$ cat config.mk
export PLATFORM = sky130hd
export DESIGN_NAME = sic_top
export DESIGN_NICKNAME = d
export VERILOG_FILES = /design/src/sic_pkg.sv /design/src/sic_top.sv
export SDC_FILE = /design/constraint.sdc
export NUM_CORES = 1
export LEC_CHECK = 0
export ABC_AREA = 1
export BUFFER_PORTS_ARGS = -buffer_cell sky130_fd_sc_hd__buf_2
export CAP_MARGIN = 20
export CORE_MARGIN = 2
export CORE_UTILIZATION = 50
export CTS_CLUSTER_SIZE = 14
export DETAILED_ROUTE_END_ITERATION = 12
export PLACE_DENSITY_LB_ADDON = 0.15
export SLEW_MARGIN = 0
export SYNTH_ARGS = -nofsm -noshare
export SYNTH_HDL_FRONTEND = slang
export SYNTH_SLANG_ARGS = --single-unit
$ cat constraint.sdc
create_clock -name clk -period 5.5 [get_ports clk]
set_input_delay 0.55 -clock clk [delete_from_list [all_inputs] [get_ports clk]]
set_output_delay 0.55 -clock clk [all_outputs]
set_load 0.05 [all_outputs]
$ cat src/sic_pkg.sv
// Package for the step input conditioning and fault block.
// Assumes a 20 MHz system clock and a byte-addressed 32-bit register port.
package sic_pkg;

    localparam int CLK_NS = 50;

    // Minimum accepted pulse widths per filter setting, in ns
    localparam int FLT_NS [10] = '{50, 150, 200, 300, 500, 900, 1700, 3300, 6500, 12900};
    localparam int FLT_SETTINGS = 10;

    // Least time, so round up to whole cycles
    function automatic logic [8:0] sic_flt_cycles(input int ns);
        sic_flt_cycles = 9'((ns + CLK_NS - 1) / CLK_NS);
    endfunction

    localparam int SHUTDOWN_TEMP_C = 85;
    localparam logic [7:0] SHUTDOWN_TEMP = 8'(SHUTDOWN_TEMP_C);

    // Register byte offsets
    localparam logic [7:0] REG_CLK_TYPE   = 8'h00;
    localparam logic [7:0] REG_FILTER     = 8'h04;
    localparam logic [7:0] REG_EN_POL     = 8'h08;
    localparam logic [7:0] REG_WARN_TEMP  = 8'h0C;
    localparam logic [7:0] REG_FAULT      = 8'h10;
    localparam logic [7:0] REG_INT_STATUS = 8'h14;
    localparam logic [7:0] REG_INT_MASK   = 8'h18;
    localparam logic [7:0] REG_POSITION   = 8'h1C;
    localparam logic [7:0] REG_TEMP_STAT  = 8'h20;

    // Reset values
    localparam logic [1:0] RST_CLK_TYPE  = 2'h0;
    localparam logic [3:0] RST_FILTER    = 4'h0;
    localparam logic       RST_EN_POL    = 1'b1;
    localparam logic [7:0] RST_WARN_TEMP = 8'h50;

    // Fault byte bit positions
    localparam int FB_XFER_CKSUM   = 2;
    localparam int FB_SECTOR_CKSUM = 3;
    localparam int FB_DEFAULTS     = 4;
    localparam int FB_SETTINGS     = 5;
    localparam int FB_TEMP_WARN    = 6;

    // Interrupt status bit positions
    localparam int IB_FAULT    = 0;
    localparam int IB_SHUTDOWN = 1;
    localparam int IB_STEP     = 2;

    typedef enum logic [1:0] {
        SIC_STEP_DIR,
        SIC_QUAD,
        SIC_UP_DOWN
    } sic_clk_type_t;

    typedef struct packed {
        logic [7:0]  addr;
        logic [31:0] wdata;
        logic        wr;
        logic        rd;
    } sic_bus_req_t;

    typedef struct packed {
        logic xfer_cksum;
        logic sector_cksum;
        logic defaults_cksum;
        logic settings_cksum;
    } sic_err_ev_t;

endpackage

$ cat src/sic_top.sv
// Step input conditioning: motion input decode, pulse filter, enable
// polarity, temperature warning/shutdown and sticky fault byte.
// Assumes pins are asynchronous; temperature and error events are on clk.
//
// Notes on behaviour
// - Motion pins decode as step/direction, quadrature or up/down pulses.
// - Ten selectable minimum pulse widths; narrower input pulses are rejected.
// - Enable active high by default, optionally active low.
// - Temperature at or above warning threshold sets warning bit; motor keeps running.
// - Output shuts down at or above fixed 85 C limit.
// - Fault byte ORs bits 4, 8, 16, 32, 64 for distinct errors.
// - A parameter write clears pending fault bits.
// - Fault byte is readable last; host reads after each write.
//
// The plain strobed port and the placing of the registers were chosen for this implementation.
`timescale 1ns/1ps

module sic_filter (
    input  wire logic       clk,
    input  wire logic       sys_rst,
    input  wire logic       pin,
    input  wire logic [8:0] limit,
    output logic            level
);
    typedef struct packed {
        logic       s1;
        logic       s2;
        logic [8:0] cnt;
        logic       out;
    } sic_flt_state_t;
    sic_flt_state_t q;
    sic_flt_state_t d;
    always_comb
    begin
        d = q;
        d.s1 = pin;
        d.s2 = q.s1;
        if (q.s2 == q.out)
        begin
            d.cnt = 9'h000;
        end
        else if (q.cnt + 9'h001 >= limit)
        begin
            d.out = q.s2;
            d.cnt = 9'h000;
        end
        else
        begin
            d.cnt = q.cnt + 9'h001;
        end
    end
    always_ff @(posedge clk)
    begin
        if (sys_rst)
            q <= '0;
        else
            q <= d;
    end
    assign level = q.out;
endmodule

module sic_top (
    input  wire logic                 clk,
    input  wire logic                 sys_rst,
    input  wire logic                 motion_a,
    input  wire logic                 motion_b,
    input  wire logic                 enable_pin,
    input  wire logic [7:0]           temp_c,
    input  wire sic_pkg::sic_err_ev_t err_ev,
    input  wire sic_pkg::sic_bus_req_t bus,
    output logic [31:0]               rd_data,
    output logic                      step_pulse,
    output logic                      step_dir,
    output logic                      motor_enable,
    output logic                      thermal_shutdown,
    output logic [7:0]                fault_byte,
    output logic                      irq
);
    typedef struct packed {
        logic [1:0]  clk_type;
        logic [3:0]  flt_sel;
        logic        en_pol;
        logic [7:0]  warn_temp;
        logic [7:0]  fault;
        logic [2:0]  int_stat;
        logic [2:0]  int_mask;
        logic [31:0] position;
        logic        en_s1;
        logic        en_s2;
        logic        a_prev;
        logic        b_prev;
        logic        step;
        logic        dir;
        logic        motor_en;
        logic        shutdown;
        logic        irq;
        logic [31:0] rdata;
    } sic_state_t;

    sic_state_t q;
    sic_state_t d;
    logic       a_flt;
    logic       b_flt;
    logic [8:0] limit;
    logic       param_wr;
    logic [7:0] fault_set;
    logic       step_ev;
    logic       dir_ev;

    always_comb
    begin
        limit = sic_pkg::sic_flt_cycles(sic_pkg::FLT_NS[0]);
        for (int i = 1; i < sic_pkg::FLT_SETTINGS; i++)
            if (q.flt_sel == 4'(i))
                limit = sic_pkg::sic_flt_cycles(sic_pkg::FLT_NS[i]);
    end

    sic_filter u_flt_a (
        .clk     (clk),
        .sys_rst (sys_rst),
        .pin     (motion_a),
        .limit   (limit),
        .level   (a_flt)
    );

    sic_filter u_flt_b (
        .clk     (clk),
        .sys_rst (sys_rst),
        .pin     (motion_b),
        .limit   (limit),
        .level   (b_flt)
    );

    assign param_wr = bus.wr && (bus.addr == sic_pkg::REG_CLK_TYPE
                      || bus.addr == sic_pkg::REG_FILTER
                      || bus.addr == sic_pkg::REG_EN_POL
                      || bus.addr == sic_pkg::REG_WARN_TEMP);

    always_comb
    begin
        fault_set = 8'h00;
        fault_set[sic_pkg::FB_XFER_CKSUM]   = err_ev.xfer_cksum;
        fault_set[sic_pkg::FB_SECTOR_CKSUM] = err_ev.sector_cksum;
        fault_set[sic_pkg::FB_DEFAULTS]     = err_ev.defaults_cksum;
        fault_set[sic_pkg::FB_SETTINGS]     = err_ev.settings_cksum;
        fault_set[sic_pkg::FB_TEMP_WARN]    = (temp_c >= q.warn_temp);
    end

    always_comb
    begin
        step_ev = 1'b0;
        dir_ev  = q.dir;
        unique case (q.clk_type)
            sic_pkg::SIC_QUAD:
            begin
                // Both edges at once carries no direction: dropped
                if ((a_flt != q.a_prev) ^ (b_flt != q.b_prev))
                begin
                    step_ev = 1'b1;
                    dir_ev  = ~(q.a_prev ^ b_flt);
                end
            end
            sic_pkg::SIC_UP_DOWN:
            begin
                if (a_flt && !q.a_prev && !(b_flt && !q.b_prev))
                begin
                    step_ev = 1'b1;
                    dir_ev  = 1'b1;
                end
                else if (b_flt && !q.b_prev && !(a_flt && !q.a_prev))
                begin
                    step_ev = 1'b1;
                    dir_ev  = 1'b0;
                end
            end
            default:
            begin
                if (a_flt && !q.a_prev)
                begin
                    step_ev = 1'b1;
                    dir_ev  = b_flt;
                end
            end
        endcase
    end

    always_comb
    begin
        d = q;
        d.en_s1  = enable_pin;
        d.en_s2  = q.en_s1;
        d.a_prev = a_flt;
        d.b_prev = b_flt;
        d.step   = step_ev;
        d.dir    = dir_ev;
        if (step_ev)
            d.position = dir_ev ? q.position + 32'h0000_0001 : q.position - 32'h0000_0001;
        d.shutdown = (temp_c >= sic_pkg::SHUTDOWN_TEMP);
        // Warning never gates the drive, only shutdown does
        d.motor_en = (q.en_s2 == q.en_pol) && !q.shutdown;
        // Set wins over the clear so an event in the write cycle survives
        d.fault = (param_wr ? 8'h00 : q.fault) | fault_set;
        if (bus.wr && bus.addr == sic_pkg::REG_INT_STATUS)
            d.int_stat = q.int_stat & ~bus.wdata[2:0];
        d.int_stat[sic_pkg::IB_FAULT]    = d.int_stat[sic_pkg::IB_FAULT]
                                           | (|(fault_set & ~q.fault));
        d.int_stat[sic_pkg::IB_SHUTDOWN] = d.int_stat[sic_pkg::IB_SHUTDOWN]
                                           | (d.shutdown & ~q.shutdown);
        d.int_stat[sic_pkg::IB_STEP]     = d.int_stat[sic_pkg::IB_STEP] | step_ev;
        d.irq = |(q.int_stat & q.int_mask);
        if (bus.wr)
        begin
            unique case (bus.addr)
                sic_pkg::REG_CLK_TYPE:
                    if (bus.wdata[1:0] != 2'h3)
                        d.clk_type = bus.wdata[1:0];
                sic_pkg::REG_FILTER:
                    // Out-of-range settings keep the old filter
                    if (bus.wdata[3:0] < 4'(sic_pkg::FLT_SETTINGS))
                        d.flt_sel = bus.wdata[3:0];
                sic_pkg::REG_EN_POL:    d.en_pol    = bus.wdata[0];
                sic_pkg::REG_WARN_TEMP: d.warn_temp = bus.wdata[7:0];
                sic_pkg::REG_INT_MASK:  d.int_mask  = bus.wdata[2:0];
                default: ;
            endcase
        end

        d.rdata = 32'h0000_0000;
        if (bus.rd)
        begin
            unique case (bus.addr)
                sic_pkg::REG_CLK_TYPE:   d.rdata = {30'h0, q.clk_type};
                sic_pkg::REG_FILTER:     d.rdata = {28'h0, q.flt_sel};
                sic_pkg::REG_EN_POL:     d.rdata = {31'h0, q.en_pol};
                sic_pkg::REG_WARN_TEMP:  d.rdata = {24'h0, q.warn_temp};
                sic_pkg::REG_FAULT:      d.rdata = {24'h0, q.fault};
                sic_pkg::REG_INT_STATUS: d.rdata = {29'h0, q.int_stat};
                sic_pkg::REG_INT_MASK:   d.rdata = {29'h0, q.int_mask};
                sic_pkg::REG_POSITION:   d.rdata = q.position;
                sic_pkg::REG_TEMP_STAT:  d.rdata = {23'h0, q.shutdown, temp_c};
                default:                 d.rdata = 32'h0000_0000;
            endcase
        end
    end

    always_ff @(posedge clk)
    begin
        if (sys_rst)
            q <= '{clk_type: sic_pkg::RST_CLK_TYPE, flt_sel: sic_pkg::RST_FILTER,
                   en_pol: sic_pkg::RST_EN_POL, warn_temp: sic_pkg::RST_WARN_TEMP,
                   default: '0};
        else
            q <= d;
    end

    assign rd_data          = q.rdata;
    assign step_pulse       = q.step;
    assign step_dir         = q.dir;
    assign motor_enable     = q.motor_en;
    assign thermal_shutdown = q.shutdown;
    assign fault_byte       = q.fault;
    assign irq              = q.irq;
endmodule

-- Word-level counts from Yosys, hierarchy flattened
Index checks and enable logic that the tools add are counted.
- mux-type cells: 23
- $mul: 0
- eq/ne operators: 25
- reduce and logical (&&, ||, !) cells: 28
- div/mod/pow operators: 0
- order comparisons: 5
- $add $sub $neg: 4
- shift operators: 0
- bitwise operators: 17
- operator list (operator ; number):
    $pmux 32 s9 ; 1
    $mux 9 ; 8
    $add 32x1->32 const B ; 1
    $eq 8x5->1 const B ; 4
    $mux 32 ; 1
    $sub 32x1->32 const B ; 1
    $add 9x1->9 const B ; 2
    $ge 9x9->1 ; 2
    $eq 4x3->1 const B ; 4
    $eq 8x4->1 const B ; 2
    $reduce_and 2->1 ; 5
    $reduce_or 3->1 ; 3
    $and 7x8->8 ; 1
    $eq 4x2->1 const B ; 2
    $eq 4x4->1 const B ; 2
    $eq 8x3->1 const B ; 1
    $eq 8x6->1 const B ; 1
    $ge 8x7->1 const B ; 1
    $ge 8x8->1 ; 1
    $logic_not 8->1 ; 1
    $mux 1 ; 8
    $mux 8 ; 1
    $not 8->8 ; 1
    $or 8x7->8 ; 1
    22 further kinds ; 47
- memories: 0
- latch bits: 0
- register bits: 126
- bits in read-only memories: 0
- memory bits (writable): 0
- input port bits: 59

-- Depth between registers and ports, before layout
- word-level depth: 12
- depth in mapped cells: 23
- depth with buffers taken out: 23

-- Hierarchy
Synthesis repeated with hierarchy kept, for this count alone.
- cells, all modules: 1279
- area total of the unflattened synthesis: 8375.5 µm²
- by module, submodules not included (module ; area an instance (µm²) ; instances ; cells an instance ; sequential area each (µm²)):
    sic_top ; 6771.5 ; 1 ; 1047 ; 1981.9
    sic_filter ; 802.0 ; 2 ; 116 ; 240.2

-- Least setup slack after synthesis
OpenSTA, ideal clock, no wires.
- path kind: flip-flop to flip-flop
- start point: register q[38] (netlist bit)
- end point: register q[72] (netlist bit)
- cell stages (with the launch flop): 23
- data arrival time: 3.071 ns
- required time: 5.383 ns
- setup slack: 2.312 ns
- clock period less this slack: 3.188 ns
- setup time: 0.117 ns
- cell sequence: dfxtp_1 > inv_1 > ha_1 > inv_1 > ha_1 > inv_1 > nand2_1 > nand2_1 > a21oi_1 > nand2_1 > nand2_1 > ha_1 > or2_2 > nand3_1 > nand2_1 > nand2_1 > nand2_1 > nand2_1 > nand2_1 > nand2_1 > nand2_1 > nor2_1 > nor2_1
- longest elaborated chain between the ends: 8
- elaborated cells on any way between the ends: 20
- ends and longest elaborated chain (element ; line ; RTL):
    from (decl) ; sic_top.sv:100 ; sic_state_t q;
    from (signal assigned) ; sic_top.sv:249 ; q <= '{clk_type: sic_pkg::RST_CLK_TYPE, flt_sel: sic_pkg::RST_FILTER,
    $logic_not 1->1 ; sic_top.sv:165, sic_top.sv:170, sic_top.sv:178 ;
    $logic_and 1x1->1 ; sic_top.sv:165, sic_top.sv:170, sic_top.sv:178 ;
    $logic_not 1->1 ; sic_top.sv:170 ; else if (b_flt && !q.b_prev && !(a_flt && !q.a_prev))
    $logic_and 1x1->1 ; sic_top.sv:170 ;
    $mux 1 ; sic_top.sv:170 ;
    $mux 1 ; sic_top.sv:165 ; if (a_flt && !q.a_prev && !(b_flt && !q.b_prev))
    $pmux 1 s2 ; sic_top.sv:153 ; unique case (q.clk_type)
    $mux 32 ; sic_top.sv:197 ; d.position = dir_ev ? q.position + 32'h0000_0001 : q.position - 32'h0000_0001;
Several ways; a longest one is shown, not always the timed one.
A chain may end at the register's enable or synchronous reset.

-- Worst setup path after layout
- start point: register q[38] (netlist bit)
- end point: register q[70] (netlist bit)
Same word-level chain as after synthesis.

==> run_results.csv <==
group,metric,value,unit
drt,firstDrtPassIters,5,
global_routing,grt_first_pass_wirelength,33400,µm
clock_tree,post_cts_buffers,0,
power_and_ir_drop,ir_drop,0.238,mV
synthesis,netlist_instances,1265,
global_routing,grt_usage,23.7,%
synthesis,synth_edf_count,0,
setup_path,worst_setup_path_end_kind,"flip-flop",
synthesis,syn_area_per_cell,6.53,µm²
synthesis,async_reset_ff_share,0,%
sta,fin_crit,3760,ps
power_and_ir_drop,leakagePower,4.99,nW
synthesis,synth.distinct_cells,50,
clock_tree,clk_pin_slew,60,ps
global_routing,first_global_vias,6869,
sta,slew_headroom,30.6,%
place,place.gp.congestion,0.960,
die,ios,104,
setup_path,cp-start-kind,"flip-flop",
synthesis,syn_area,8260,µm²
sta,tns,0,ps
sta,worst_pin_slew,1040,ps
place,place_ws,1740,ps
drt,vias_per_cell,4.92,
outcome,outcome,"complete, no violations",
clock_tree,cts_tree,"done",
global_routing,antenna_found_initial,0,
die,dieHeight,133,µm
clock_tree,cts.repair.resized,0,
drt,wl_per_cell,13.3,µm
sta,finalHoldViolCount,0,
hold_path,hold_path.class,"in2reg",
sta,finClkSkew,10.5,ps
setup_path,critPathArrivalTime,4080,ps
sta,slew_viol_final,0,
sta,finalSetupViolations,0,
drt,ant_nets,0,
drt,drt-total-wl,20300,µm
global_routing,grt_remaining_overflow,0,
sta,timing.final.ws_setup,1740,ps
flow_run,maxCapViolCount,0,
setup_path,required,5820,ps
die,rows,46,
clock_tree,ctsHoldBuffers,0,
die,core,16000,µm²
place,dp_hpwl,15700,µm
sta,rsz0062_at_grt,"false",
setup_path,path_max_fanout,17,
clock_tree,cts_root_buf,"clkbuf_16",
clock_tree,cts_sinks,123,
drt,drc_errors,0,
synthesis,synth_seq_area_share,29.8,%
synthesis,ys_ff_latch,123,
synthesis,ys.flop_type,"dfxtp_1",
clock_tree,clock_path_buffers,2,
setup_path,crit_type,"reg2reg",
layout,syn_to_final_growth,10.8,%
die,die_area,17600,µm²
die,initial_core_util,51.6,%
clock_tree,clock_latency,420,ps
layout,diodes,0,
power_and_ir_drop,power-per-cell-area,281,nW/µm²
clock_tree,numCtsBuffers,17,
sta,fmax,0.266,GHz
layout,drive_above_1_share,12.4,%
drt,vias,7547,
clock_tree,htreeDepth,4,
synthesis,yosys_warnings,0,
layout,num-nets-final,1432,
sta,fin_crit_sh,68.4,%
place,io_buffer_count,76,
global_routing,grt_max_degree,36,
die,die_x,133,µm
drt,drt_iter0_drc,522,
[layout by cell type, fill, tap and decap left out, types with 4 or more instances in the layout]
cell	Yosys	layout
o21ai_0	48	48
nand3_1	58	58
nand3_2	5	5
dfxtp_1	123	123
a21oi_1	79	79
nand4_1	7	7
nor2_2	22	22
a211oi_1	5	5
inv_1	229	229
o21a_1	6	6
nand2_1	343	343
clkinv_2	0	4
inv_2	8	8
o22ai_1	8	8
nand3b_1	7	7
nor3_1	9	9
xor2_1	22	22
nor2_4	5	5
buf_2	5	76
ha_1	64	64
nor2_1	121	121
buf_4	40	4
clkbuf_16	0	17
clkbuf_8	0	4
[logic make-up (layout without fill, tap and decap cells)]
group | count (synthesis) | after routing | synth area share [%]
simple gates | 594 | 594 | 31.3
buf+inv | 297 | 348 | 15.7
compound gates | 160 | 160 | 10.6
flops | 123 | 123 | 29.8
fa+ha+maj | 65 | 65 | 9.93
xor+xnor | 25 | 25 | 2.65
other cells | 1 | 3 | 0.0454
[area by class of cell]
class / instances / area [µm²]
Clock inverter: 8 / 118
Clock buffer: 21 / 480
Sequential cell: 123 / 2460
Inverter: 239 / 902
Fill cell: 1639 / 6840
Timing Repair Buffer: 80 / 410
Multi-Input combinational cell: 847 / 4510
Tap cell: 216 / 270
[final timing paths]
check | depth (start not counted) | startpoint | to | slack (ps)
worst max-delay path | 23 | q[38] | q[70] | 1740
worst max register to register | 23 | q[38] | q[70] | 1740
worst min register to register | 2 | u_flt_a.d[10] | u_flt_a.q[10] | 410
worst min-delay path | 3 | motion_b | u_flt_b.d[10] | 330
[metal layers]
metal / share of wire, % / vias up / global-route usage, %
li1: - / 3978 / -
met3: 5.1 / 19 / 3.64
met1: 50 / 3382 / 34.0
met5: 0 / - / 0
met4: 1.3 / 0 / 6.57
met2: 43 / 168 / 37.0
[Yosys cell counts, drive strengths merged (2+ instances only)]
cell type	number	area [µm²]
nand2	347	1320
inv	237	890
nor2	148	648
dfxtp	123	2460
a21oi	79	395
nand3	65	375
ha	64	801
buf	50	363
o21ai	49	249
xor2	22	193
nor3	11	71.3
clkbuf	8	30.0
nand4	8	65.1
o22ai	8	50.1
nand3b	7	52.6
o21a	6	45.0
a211oi	5	37.5
o211ai	3	22.5
or2	3	18.8
xnor2	3	26.3
and2	2	12.5
clkinv	2	12.5
nor3b	2	15.0
o21bai	2	15.0
o221ai	2	17.5
[state kept, by name (all words and copies together) (netlist names)]
name	count
q	56
rd_data	32
u_flt_a.q	10
u_flt_b.q	10
fault_byte	5
d	1
irq	1
motor_enable	1
step_dir	1
step_pulse	1
thermal_shutdown	1
u_flt_a.d	1
u_flt_a.level	1
u_flt_b.d	1
u_flt_b.level	1
[power by group]
part / switching, mW / leakage, nW / internal (mW) / total, mW
Clock: 0.401 / 0.296 / 0.749 / 1.15
Combinational: 0.336 / 3.70 / 0.160 / 0.497
Sequential: 0.0139 / 0.997 / 0.910 / 0.924
Total: 0.751 / 4.99 / 1.82 / 2.57
[through the flow]
stage	area (µm²)	util, %	power [mW]	std cells	hold slack (ps)
6_report	9160	57.2	2.57	1534	328
5_1_grt	9160	57.2	2.70	1534	327
4_1_cts	9160	57.2	2.59	1534	313
3_5_place_dp	8560	53.5	1.43	1505	401
3_3_place_gp	8560	53.5	1.42	1505	397
2_1_floorplan	8270	-	1.31	1267	388
[worst max-delay path, cell delays in order (launching register included)]
cell and delay, ps:
dfxtp_1 320, inv_1 50, ha_1 260, inv_1 80, ha_1 130, inv_1 40, nand2_1 40, nand2_1 40
a21oi_1 120, nand2_1 90, nand2_1 490, buf_4 360, ha_1 310, or2_2 320, nand3_1 90, nand2_1 120
nand2_1 110, nand2_1 180, nand2_1 170, nand2_1 70, nand2_1 60, nand3_1 70, nand2_1 100, inv_1 40
(Power assumes the default switching activity.)
